`src/logic/flash_selfprog_defs.vh`:
```
// Constants for the flash self-programming controller: APB offsets,
// field positions, reset values and flash operation codes.
// Assumes inclusion by bare name from the logic/ directory.
`ifndef FLASH_SELFPROG_DEFS_VH
`define FLASH_SELFPROG_DEFS_VH

// =====================================================================
// Register byte offsets
`define OFS_CTRL        8'h00
`define OFS_KEY         8'h04
`define OFS_CTRL2       8'h08
`define OFS_ADDR_LOW    8'h0C
`define OFS_ADDR_HIGH   8'h10
`define OFS_DATA_LOW    8'h14
`define OFS_DATA_HIGH   8'h18
`define OFS_READ_DATA   8'h1C
`define OFS_IRQ_STATUS  8'h20
`define OFS_IRQ_MASK    8'h24

// =====================================================================
// Control field positions
`define CTRL_EW_ENABLED 7
`define CTRL_MODE_HI    6
`define CTRL_MODE_LO    4
`define CTRL_WRITE_PROT 3
`define CTRL_WRITE_GO   2
`define CTRL_READ_PERM  1
`define CTRL_READ_GO    0
`define CTRL2_ERASE_GO  1
`define CTRL2_CLEAR_BUF 0

// =====================================================================
// Erase/write enable key sequence, three writes in order
`define KEY_FIRST       8'h5A
`define KEY_SECOND      8'hA5
`define KEY_THIRD       8'h3C

// =====================================================================
// Interrupt event bits
`define EV_WRITE_DONE   0
`define EV_READ_DONE    1
`define EV_ERASE_DONE   2
`define EV_LOAD_REFUSED 3
`define EV_COUNT        4

// =====================================================================
// Flash array operation codes and reset values
`define OP_READ         2'h0
`define OP_WRITE        2'h1
`define OP_ERASE        2'h2
`define ERASED_WORD     16'hFFFF
`define RESET_BYTE      8'h00
`define WORD_OFS_LAST   5'h1F

`endif

```
`src/logic/flash_self_program_control.v`:
```
// Flash self-programming controller: APB registers, page write buffer,
// page erase, page write and single-word read towards the flash array.
// Assumes an APB master on CORE_CLK and a flash array answering on the
// same clock with a one-cycle FLASH_ACK per request.
//
// Overview of operation
// - Erase and write act on a whole page, a read moves one word.
// - The page and the write buffer both hold thirty-two words.
// - The erase/write enabled flag rises only after the key procedure succeeds.
// - Data enters the write buffer only while that flag is high.
// - Software sets the write start flag; it shows busy until hardware clears it.
// - Reads need the read permit bit, then the read start flag launches and shows one read.
// - Hardware clears the read start flag when the read is finished.
// - Page is high address with low bits 7..5; low bits 4..0 pick the word.
// - Writing the high data byte loads both data bytes as one word and bumps the address.
// - At the last word of a page the address no longer increments.
// - Software sets the clear buffer request; hardware clears it when done.
// - The buffer is cleared automatically after a write.
`include "flash_selfprog_defs.vh"

module flash_self_program_control #(
   parameter WORDS  = 32,
   parameter IDX_W  = 5,
   parameter ADDR_W = 13
) (
   input  wire              CORE_CLK,
   input  wire              RST_B,
   input  wire              PSEL,
   input  wire              PENABLE,
   input  wire              PWRITE,
   input  wire [7:0]        PADDR,
   input  wire [31:0]       PWDATA,
   output reg  [31:0]       PRDATA,
   output reg               PREADY,
   output reg               PSLVERR,
   output reg               FLASH_REQ,
   output reg  [1:0]        FLASH_OP,
   output reg  [ADDR_W-1:0] FLASH_ADDR,
   output reg  [15:0]       FLASH_WDATA,
   input  wire              FLASH_ACK,
   input  wire [15:0]       FLASH_RDATA,
   output wire              IRQ
);

   localparam [1:0] ST_IDLE  = 2'd0;
   localparam [1:0] ST_ERASE = 2'd1;
   localparam [1:0] ST_WRITE = 2'd2;
   localparam [1:0] ST_READ  = 2'd3;

   reg  [1:0]        state_q;
   reg               ew_enabled_q;
   reg  [2:0]        mode_q;
   reg               write_prot_q;
   reg               write_go_q;
   reg               read_perm_q;
   reg               read_go_q;
   reg               erase_go_q;
   reg               clear_req_q;
   reg  [1:0]        key_step_q;
   reg  [7:0]        addr_low_q;
   reg  [4:0]        addr_high_q;
   reg  [7:0]        data_low_q;
   reg  [7:0]        data_high_q;
   reg  [15:0]       read_data_q;
   reg  [IDX_W-1:0]  widx_q;
   reg               clear_started_q;
   reg  [`EV_COUNT-1:0] ev_d;
   wire              wr_acc;
   wire              mapped;
   wire              busy;
   wire              load_ok;
   wire [IDX_W-1:0]  rd_idx;
   wire [15:0]       buf_word;
   wire              clear_busy;
   wire              auto_clear;
   wire [`EV_COUNT-1:0] irq_status;
   wire [`EV_COUNT-1:0] irq_mask;
   wire [7:0]        wb;
   wire [7:0]        page_no;

   // Address decode shared by the write accept and the error flag
   function is_mapped;
      input [7:0] a;
      begin
         is_mapped = (a == `OFS_CTRL) || (a == `OFS_KEY) || (a == `OFS_CTRL2) ||
                     (a == `OFS_ADDR_LOW) || (a == `OFS_ADDR_HIGH) ||
                     (a == `OFS_DATA_LOW) || (a == `OFS_DATA_HIGH) ||
                     (a == `OFS_READ_DATA) || (a == `OFS_IRQ_STATUS) ||
                     (a == `OFS_IRQ_MASK);
      end
   endfunction

   assign wb      = PWDATA[7:0];
   assign mapped  = is_mapped(PADDR);
   assign wr_acc  = PSEL && PENABLE && PREADY && PWRITE && mapped;
   assign busy    = (state_q != ST_IDLE) || clear_busy || clear_req_q;
   assign page_no = {addr_high_q, addr_low_q[7:5]};
   assign load_ok = wr_acc && PADDR == `OFS_DATA_HIGH && ew_enabled_q && !busy;

   // =================================================================
   // APB slave: no wait states, answer registered in the setup cycle
   always @(posedge CORE_CLK or negedge RST_B) begin
      if (!RST_B) begin
         PREADY  <= 1'b0;
         PSLVERR <= 1'b0;
         PRDATA  <= 32'h0000_0000;
      end else begin
         PREADY  <= PSEL && !PENABLE;
         PSLVERR <= PSEL && !PENABLE && !mapped;
         PRDATA  <= 32'h0000_0000;
         if (PSEL && !PENABLE && !PWRITE) begin
            if (PADDR == `OFS_CTRL) begin
               PRDATA[7:0] <= {ew_enabled_q, mode_q, write_prot_q,
                               write_go_q, read_perm_q, read_go_q};
            end else if (PADDR == `OFS_CTRL2) begin
               PRDATA[1:0] <= {erase_go_q, clear_req_q};
            end else if (PADDR == `OFS_ADDR_LOW) begin
               PRDATA[7:0] <= addr_low_q;
            end else if (PADDR == `OFS_ADDR_HIGH) begin
               PRDATA[4:0] <= addr_high_q;
            end else if (PADDR == `OFS_DATA_LOW) begin
               PRDATA[7:0] <= data_low_q;
            end else if (PADDR == `OFS_DATA_HIGH) begin
               PRDATA[7:0] <= data_high_q;
            end else if (PADDR == `OFS_READ_DATA) begin
               PRDATA[15:0] <= read_data_q;
            end else if (PADDR == `OFS_IRQ_STATUS) begin
               PRDATA[`EV_COUNT-1:0] <= irq_status;
            end else if (PADDR == `OFS_IRQ_MASK) begin
               PRDATA[`EV_COUNT-1:0] <= irq_mask;
            end
         end
      end
   end

   // =================================================================
   // Enable key procedure and control bits
   always @(posedge CORE_CLK or negedge RST_B) begin
      if (!RST_B) begin
         ew_enabled_q <= 1'b0;
         key_step_q   <= 2'd0;
         mode_q       <= 3'd0;
         write_prot_q <= 1'b0;
         read_perm_q  <= 1'b0;
      end else if (wr_acc && PADDR == `OFS_KEY) begin
         // A wrong value restarts the procedure so stray writes cannot unlock
         if (key_step_q == 2'd0 && wb == `KEY_FIRST) begin
            key_step_q <= 2'd1;
         end else if (key_step_q == 2'd1 && wb == `KEY_SECOND) begin
            key_step_q <= 2'd2;
         end else if (key_step_q == 2'd2 && wb == `KEY_THIRD) begin
            key_step_q   <= 2'd0;
            ew_enabled_q <= 1'b1;
         end else begin
            key_step_q <= 2'd0;
         end
      end else if (wr_acc && PADDR == `OFS_CTRL) begin
         mode_q       <= wb[`CTRL_MODE_HI:`CTRL_MODE_LO];
         write_prot_q <= wb[`CTRL_WRITE_PROT];
         read_perm_q  <= wb[`CTRL_READ_PERM];
         // Software may drop the enable; it can only be raised by the key
         if (!wb[`CTRL_EW_ENABLED]) begin
            ew_enabled_q <= 1'b0;
         end
      end
   end

   // =================================================================
   // Address and data registers; high byte write loads the buffer
   always @(posedge CORE_CLK or negedge RST_B) begin
      if (!RST_B) begin
         addr_low_q  <= `RESET_BYTE;
         addr_high_q <= 5'h00;
         data_low_q  <= `RESET_BYTE;
         data_high_q <= `RESET_BYTE;
      end else if (wr_acc && PADDR == `OFS_ADDR_LOW && state_q == ST_IDLE) begin
         addr_low_q <= wb;
      end else if (wr_acc && PADDR == `OFS_ADDR_HIGH && state_q == ST_IDLE) begin
         addr_high_q <= wb[4:0];
      end else if (wr_acc && PADDR == `OFS_DATA_LOW) begin
         data_low_q <= wb;
      end else if (wr_acc && PADDR == `OFS_DATA_HIGH) begin
         data_high_q <= wb;
         if (load_ok && addr_low_q[4:0] != `WORD_OFS_LAST) begin
            addr_low_q <= addr_low_q + 8'h01;
         end
      end
   end

   // =================================================================
   // Operation sequencer towards the flash array
   assign auto_clear = state_q == ST_WRITE && FLASH_ACK &&
                       widx_q == WORDS[IDX_W-1:0] - 1'b1;
   assign rd_idx     = (state_q == ST_WRITE && FLASH_ACK) ? widx_q + 1'b1 : {IDX_W{1'b0}};

   always @(posedge CORE_CLK or negedge RST_B) begin
      if (!RST_B) begin
         state_q     <= ST_IDLE;
         write_go_q  <= 1'b0;
         read_go_q   <= 1'b0;
         erase_go_q  <= 1'b0;
         widx_q      <= {IDX_W{1'b0}};
         FLASH_REQ   <= 1'b0;
         FLASH_OP    <= `OP_READ;
         FLASH_ADDR  <= {ADDR_W{1'b0}};
         FLASH_WDATA <= 16'h0000;
         read_data_q <= 16'h0000;
      end else begin
         case (state_q)
         ST_IDLE: begin
            // Only one start is honoured; starts written while busy are dropped
            if (wr_acc && PADDR == `OFS_CTRL && wb[`CTRL_WRITE_GO] &&
                ew_enabled_q && !busy) begin
               write_go_q  <= 1'b1;
               state_q     <= ST_WRITE;
               widx_q      <= {IDX_W{1'b0}};
               FLASH_REQ   <= 1'b1;
               FLASH_OP    <= `OP_WRITE;
               FLASH_ADDR  <= {page_no, {IDX_W{1'b0}}};
               FLASH_WDATA <= buf_word;
            end else if (wr_acc && PADDR == `OFS_CTRL && wb[`CTRL_READ_GO] &&
                         wb[`CTRL_READ_PERM] && read_perm_q && !busy) begin
               read_go_q  <= 1'b1;
               state_q    <= ST_READ;
               FLASH_REQ  <= 1'b1;
               FLASH_OP   <= `OP_READ;
               FLASH_ADDR <= {page_no, addr_low_q[4:0]};
            end else if (wr_acc && PADDR == `OFS_CTRL2 && wb[`CTRL2_ERASE_GO] &&
                         ew_enabled_q && !busy) begin
               erase_go_q <= 1'b1;
               state_q    <= ST_ERASE;
               FLASH_REQ  <= 1'b1;
               FLASH_OP   <= `OP_ERASE;
               FLASH_ADDR <= {page_no, {IDX_W{1'b0}}};
            end
         end
         ST_ERASE: begin
            if (FLASH_ACK) begin
               FLASH_REQ  <= 1'b0;
               erase_go_q <= 1'b0;
               state_q    <= ST_IDLE;
            end
         end
         ST_WRITE: begin
            // All thirty-two words go out; unloaded ones carry the erased value
            if (FLASH_ACK) begin
               if (auto_clear) begin
                  FLASH_REQ  <= 1'b0;
                  write_go_q <= 1'b0;
                  state_q    <= ST_IDLE;
               end else begin
                  widx_q      <= widx_q + 1'b1;
                  FLASH_ADDR  <= {page_no, rd_idx};
                  FLASH_WDATA <= buf_word;
               end
            end
         end
         ST_READ: begin
            if (FLASH_ACK) begin
               FLASH_REQ   <= 1'b0;
               read_data_q <= FLASH_RDATA;
               read_go_q   <= 1'b0;
               state_q     <= ST_IDLE;
            end
         end
         default: begin
            state_q <= ST_IDLE;
         end
         endcase
      end
   end

   // =================================================================
   // Clear buffer request, held until the walk finishes
   always @(posedge CORE_CLK or negedge RST_B) begin
      if (!RST_B) begin
         clear_req_q     <= 1'b0;
         clear_started_q <= 1'b0;
      end else if (clear_req_q) begin
         clear_started_q <= 1'b1;
         if (clear_started_q && !clear_busy) begin
            clear_req_q     <= 1'b0;
            clear_started_q <= 1'b0;
         end
      end else if (wr_acc && PADDR == `OFS_CTRL2 && wb[`CTRL2_CLEAR_BUF] &&
                   state_q == ST_IDLE && !clear_busy) begin
         clear_req_q <= 1'b1;
      end
   end

   page_write_buffer #(
      .WIDTH       (16),
      .DEPTH       (WORDS),
      .IDX_W       (IDX_W)
   ) u_buffer (
      .clk         (CORE_CLK),
      .rst_b       (RST_B),
      .load        (load_ok),
      .load_idx    (addr_low_q[4:0]),
      .load_data   ({wb, data_low_q}),
      .clear_start ((clear_req_q && !clear_started_q) || auto_clear),
      .rd_idx      (rd_idx),
      .rd_data     (buf_word),
      .clear_busy  (clear_busy)
   );

   // =================================================================
   // Interrupt events
   always @* begin
      ev_d = {`EV_COUNT{1'b0}};
      ev_d[`EV_WRITE_DONE]   = auto_clear;
      ev_d[`EV_READ_DONE]    = state_q == ST_READ && FLASH_ACK;
      ev_d[`EV_ERASE_DONE]   = state_q == ST_ERASE && FLASH_ACK;
      ev_d[`EV_LOAD_REFUSED] = wr_acc && PADDR == `OFS_DATA_HIGH && !load_ok;
   end

   event_irq #(
      .N          (`EV_COUNT)
   ) u_irq (
      .clk        (CORE_CLK),
      .rst_b      (RST_B),
      .event_set  (ev_d),
      .clear_ones ((wr_acc && PADDR == `OFS_IRQ_STATUS) ? wb[`EV_COUNT-1:0]
                                                          : {`EV_COUNT{1'b0}}),
      .mask_we    (wr_acc && PADDR == `OFS_IRQ_MASK),
      .mask_wdata (wb[`EV_COUNT-1:0]),
      .status_q   (irq_status),
      .mask_q     (irq_mask),
      .irq_q      (IRQ)
   );

endmodule // flash_self_program_control

```
`src/logic/page_write_buffer.v`:
```
// Page-sized write buffer held in flip-flops, with a walking clear.
// Assumes one clock domain; the caller never loads while clearing.
`include "flash_selfprog_defs.vh"

module page_write_buffer #(
   parameter WIDTH   = 16,
   parameter DEPTH   = 32,
   parameter IDX_W   = 5
) (
   input  wire             clk,
   input  wire             rst_b,
   input  wire             load,
   input  wire [IDX_W-1:0] load_idx,
   input  wire [WIDTH-1:0] load_data,
   input  wire             clear_start,
   input  wire [IDX_W-1:0] rd_idx,
   output wire [WIDTH-1:0] rd_data,
   output reg              clear_busy
);

   reg  [WIDTH-1:0] mem_q [0:DEPTH-1];
   reg  [IDX_W-1:0] clr_idx_q;
   genvar           g;

   // =================================================================
   // Storage; a clear walks one entry per cycle like the real array
   generate
      for (g = 0; g < DEPTH; g = g + 1) begin : g_entry
         always @(posedge clk or negedge rst_b) begin
            if (!rst_b) begin
               mem_q[g] <= `ERASED_WORD;
            end else if (clear_busy && clr_idx_q == g[IDX_W-1:0]) begin
               mem_q[g] <= `ERASED_WORD;
            end else if (load && load_idx == g[IDX_W-1:0]) begin
               mem_q[g] <= load_data;
            end
         end
      end
   endgenerate

   always @(posedge clk or negedge rst_b) begin
      if (!rst_b) begin
         clear_busy <= 1'b0;
         clr_idx_q  <= {IDX_W{1'b0}};
      end else if (clear_busy) begin
         clr_idx_q <= clr_idx_q + 1'b1;
         if (clr_idx_q == DEPTH[IDX_W-1:0] - 1'b1) begin
            clear_busy <= 1'b0;
         end
      end else if (clear_start) begin
         clear_busy <= 1'b1;
         clr_idx_q  <= {IDX_W{1'b0}};
      end
   end

   assign rd_data = mem_q[rd_idx];

endmodule // page_write_buffer

```
`src/logic/event_irq.v`:
```
// Sticky event flags, write-one-to-clear, with mask and level interrupt.
// Assumes events and clears arrive on the same clock.
`include "flash_selfprog_defs.vh"

module event_irq #(
   parameter N = 4
) (
   input  wire         clk,
   input  wire         rst_b,
   input  wire [N-1:0] event_set,
   input  wire [N-1:0] clear_ones,
   input  wire         mask_we,
   input  wire [N-1:0] mask_wdata,
   output reg  [N-1:0] status_q,
   output reg  [N-1:0] mask_q,
   output reg          irq_q
);

   wire [N-1:0] status_d;

   // A new event in the clearing cycle wins over the clear
   assign status_d = (status_q & ~clear_ones) | event_set;

   // =================================================================
   // Flags, mask and interrupt line
   always @(posedge clk or negedge rst_b) begin
      if (!rst_b) begin
         status_q <= {N{1'b0}};
         mask_q   <= {N{1'b0}};
         irq_q    <= 1'b0;
      end else begin
         status_q <= status_d;
         if (mask_we) begin
            mask_q <= mask_wdata;
         end
         irq_q <= |(status_d & (mask_we ? mask_wdata : mask_q));
      end
   end

endmodule // event_irq

```
`config.mk`:
```
export PLATFORM = sky130hd
export DESIGN_NAME = flash_self_program_control
export DESIGN_NICKNAME = d
export VERILOG_FILES = /design/src/logic/flash_self_program_control.v /design/src/logic/page_write_buffer.v /design/src/logic/event_irq.v
export VERILOG_INCLUDE_DIRS = /design/src /design/src/logic
export SDC_FILE = /design/constraint.sdc
export NUM_CORES = 2
export LEC_CHECK = 0
export BUFFER_PORTS_ARGS = -buffer_cell sky130_fd_sc_hd__clkbuf_2
export CORE_MARGIN = 4
export CORE_UTILIZATION = 36
export CTS_BUF_LIST = sky130_fd_sc_hd__clkbuf_8
export CTS_CLUSTER_DIAMETER = 100
export DETAILED_ROUTE_END_ITERATION = 10
export PLACE_DENSITY_LB_ADDON = 0.2
export SETUP_SLACK_MARGIN = 0.15
export SYNTH_ARGS = -nofsm -noshare
export SYNTH_HDL_FRONTEND = slang
export SYNTH_SLANG_ARGS = --single-unit
```
`constraint.sdc`:
```
create_clock -name CORE_CLK -period 2.6 [get_ports CORE_CLK]
set_clock_uncertainty 0.05 [all_clocks]
set_input_delay 0.39 -clock CORE_CLK [delete_from_list [all_inputs] [get_ports CORE_CLK]]
set_output_delay 0.39 -clock CORE_CLK [all_outputs]
set_load 0.01 [all_outputs]
```
==> metrics.md <==
| Metric | Value |
|---|---|
| Run status | finished, violations left |
| Failing checks | negative setup slack |
| Worst Hold Depth | 4 |
| Int Pwr | roughly 16 mW |
| Root buffer cell | clkbuf_8 |
| DR DRC count | 0 |
| Warnings, synthesis | 0 |
| CTS HTree Levels | 3 |
| Placed cells | 4877 |
| Final wirelength | approximately 130000 um |
| Mapped Cells | 3595 |
| Vias | 29300 |
| Slew HR | 0.428 |
| Hold EP | PRDATA[0] |
| Startpoint class of the critical path | flip-flop |
| Global route overflow | 0 |
| Cell area power density | 498 mW/mm^2 |
| Final worst path period share | 1.00 |
| Per-cell routed wire length | 24.5 um |
| Routed Antenna Nets | 0 |
| # fillers | 8287 |
| First-pass GRT wire length | 190000 um |
| Via density | 5.66 |
| Ports | approximately 130 |
| Main synth FF type | dfstp_2 |
| Clock Tree Buf Depth | 3 |
| IO Port Bufs | 88 |
| R2r worst-path depth | 10 |
| Setup Total Neg Slack | -0.0247 ns |
| FF-to-FF End | FLASH_WDATA[2] |
| Max Fclk | roughly 380 MHz |
| Kind of end point of the critical path | flip-flop |
| Row cnt | between 100 and 150 |
| Sequence of cells on the critical path | buf_4 > nor4bb_4 > buf_4 > buf_12 > buf_4 > o221ai_1 > a21oi_2 > a211oi_4 > or3_1 > nand3_1 |
| Data arrival, critical path | 3.26 ns |
| Initial antenna violation count | 4 |
| Multi-input logic area | ~0.015 mm^2 |
| CTS Sinks | 642 |
| Max cap viols | 0 |
| Largest net degree at the start of global routing | 90 |
| Sequential power share | 0.487 |
| Flip-flop and latch area | 0.0167 mm^2 |
| Clock slew seen by the registers of the worst setup and hold paths | around 0.060 ns |
| Pins Over Slew Limit | 0 |
| CP Class | reg -> reg |
| Min-Delay Path Class | in -> reg |
| Post-synth EDFFs | 0 |
| VDD IR-drop max | 470 uV |
| Die area | 0.0934 mm^2 |
| Cell area after synthesis | 0.0319 mm^2 |
| Die X | 306 um |
| Crit Reg-Reg Startpoint | widx_q[0] |
| DRT iter0 DRCs | 2730 |
| Commonest non-fill, non-tap cell in the layout | nand2_1 |
| Most frequent cells in the layout | nand2_1, dfstp_2, nand3_1 |
| Crit Path Max Fanout | 18 |
| DR pass1 iterations | 7 |
| Origin of the worst min-delay path | PADDR[5] |
| Cell Count, Final, Fillers Out | 5173 |
| Syn Area/Cell | 8.87 um^2 |
| Worst slew pin tran | about 0.86 ns |
| Area delta synth->final | 30.2% |
| Vias in the first global route | 28900 |
| Starting density of the core | 0.365 |
| Total power | 20.7 mW |
| NetSw | 5.03 mW |
| Setup WS post-layout | -0.0121 ns |
| Final GP Congestion | 0.916 |
| Final setup viols | 3 |
| CP max stage cell | dfrtp_2 |
| Clock Latency Late Sink | 0.78 ns |
| Core area | 0.0873 mm^2 |
| Gate power share | 0.031 |
| Yosys cell types | 75 |
| Share of layout cells above drive strength 1 | 0.392 |
| CP Launch Point | widx_q[0] |
| Post-route cell area | between 0.04 and 0.05 mm^2 |
| CP max stage delay | 0.41 ns |
| Hpwl dp | around 80000 um |
| Reg2reg setup slack | -0.01 ns |
| Seq/Total Area, Yosys | 0.524 |
| Leakage power | around 19 nW |
| Async S/R FF share, synth | 1.00 |
| Final min period | 2.61 ns |
| CP required | between 3 and 4 ns |
| Placed instance area | ~0.036 mm^2 |
| CTS Buf Count | 116 |
| Crit path top cell by count | buf_4 |
| Die Y | 306 um |
| Gr usage total | 0.263 |
| Clock power share | 0.482 |
| Final Hold Fails | 0 |
| Nets@finish | between 3000 and 4000 |
| Hold WS | 0.0983 ns |
| Switching share of total power | 0.243 |
| CTS tree | done |
| RSZ-0062 raised after global routing | true |
| #FFs+latches synth | 642 |
## sequential cells by signal, summed over array words and instances, names as in the netlist, 3 cells and up
signal,cells
FLASH_ADDR,13
FLASH_WDATA,16
PRDATA,16
addr_high_q,5
addr_low_q,8
data_high_q,8
data_low_q,8
mode_q,3
read_data_q,16
u_buffer.clr_idx_q,5
u_buffer.mem_q,512
u_irq.mask_q,4
u_irq.status_q,4
widx_q,5
## power by group through the flow
stage / registers, mW / clock network, mW / logic [mW]
2_1_floorplan: 10.2 / 0 / 0.171
3_3_place_gp: 10.2 / 0 / 0.598
3_5_place_dp: 10.2 / 0 / 0.598
4_1_cts: 10.1 / 10.1 / 0.638
5_1_grt: 10.1 / 10.6 / 0.685
6_report: 10.1 / 9.96 / 0.633
## Yosys cell counts (11+ instances only)
cell / count / area share
mux2_2: 69 / 0.024
nand2_1: 1149 / 0.14
a221oi_1: 13 / 0.0036
a21oi_1: 77 / 0.012
and3_1: 27 / 0.0053
nor2_1: 53 / 0.0062
mux2i_1: 50 / 0.016
a31oi_1: 24 / 0.0047
buf_1: 12 / 0.0014
and2_1: 27 / 0.0053
a22oi_1: 11 / 0.0026
clkbuf_1: 251 / 0.030
dfrtp_1: 130 / 0.10
nand3_1: 558 / 0.088
buf_4: 21 / 0.0049
nor3_1: 42 / 0.0066
ha_1: 14 / 0.0055
dfstp_2: 512 / 0.42
o221ai_1: 97 / 0.027
o21ai_0: 83 / 0.013
nor4_1: 13 / 0.0026
inv_1: 23 / 0.0027
o22ai_1: 98 / 0.019
buf_2: 54 / 0.0085
or3_1: 21 / 0.0041
## metrics by stage
stage                     utilization  worst slack [ns]
final                           0.476           -0.0121
after detailed placement        0.415            -0.326
after CTS                       0.466          -0.00261
after global routing            0.476           -0.0628
after floorplan                     -             0.154
after global placement          0.415            -0.338
## cells by family (layout without fill, tap and decap cells)
kind of cell,Yosys count,count (layout),share of synthesized area
AO/OA/AOI/OAI,472,472,0.101
XOR/XNOR,11,11,0.00326
adder cells (fa/ha/maj),14,14,0.00549
buffers and inverters,362,767,0.0474
flip-flops,642,642,0.524
multiplexers,127,127,0.0457
other,1,19,0.000118
AND/OR/NAND/NOR,1966,1966,0.273
## cell type report
cell class,count,area share
Antenna cell,3,0.000181
Clock buffer,153,0.0507
Sequential cell,642,0.403
Multi-Input combinational cell,2606,0.371
Clock inverter,58,0.00747
Inverter,23,0.00208
Timing Repair Buffer,533,0.131
Tap cell,1155,0.0348
## layer usage
layer  vias to the layer above  global-route usage  wire length (um)
met5                         -                   0                13
met4                         2              0.0975              4950
met3                       248              0.0426              9070
met2                      1225               0.412             58200
met1                     14700               0.368             54300
li1                      13100                   -                 -
## how the worst max path moves through the flow
stage	endpoint	slack (ns)	cells past startpoint
3_5_place_dp	FLASH_WDATA[2]	-0.33	8
5_1_grt	u_buffer.mem_q[26]	-0.06	13
4_1_cts	FLASH_WDATA[15]	-0.003	9
2_1_floorplan	u_buffer.mem_q[230]	0.15	10
6_report	FLASH_WDATA[2]	-0.01	10
3_3_place_gp	FLASH_WDATA[2]	-0.34	8
## worst max-delay path: cells and delay by family, from the launching register on
| family | cells | cell delay [ns] |
|---|---|---|
| buf+inv | 4 | 0.72 |
| flops | 1 | 0.41 |
| compound gates | 3 | 0.62 |
| simple gates | 3 | 0.72 |
## repair_timing
| item | CTS | global route |
|---|---|---|
| gates cloned | 12 | 7 |
| endpoints found under the setup margin | 477 | 487 |
| setup buffers | 24 | 13 |
| hold buffers | 26 | 0 |
| hold endpoints to repair | 186 | 0 |
| pin swaps | 89 | 62 |
| gates resized for setup | 299 | 122 |
(Power assumes the default switching activity.)
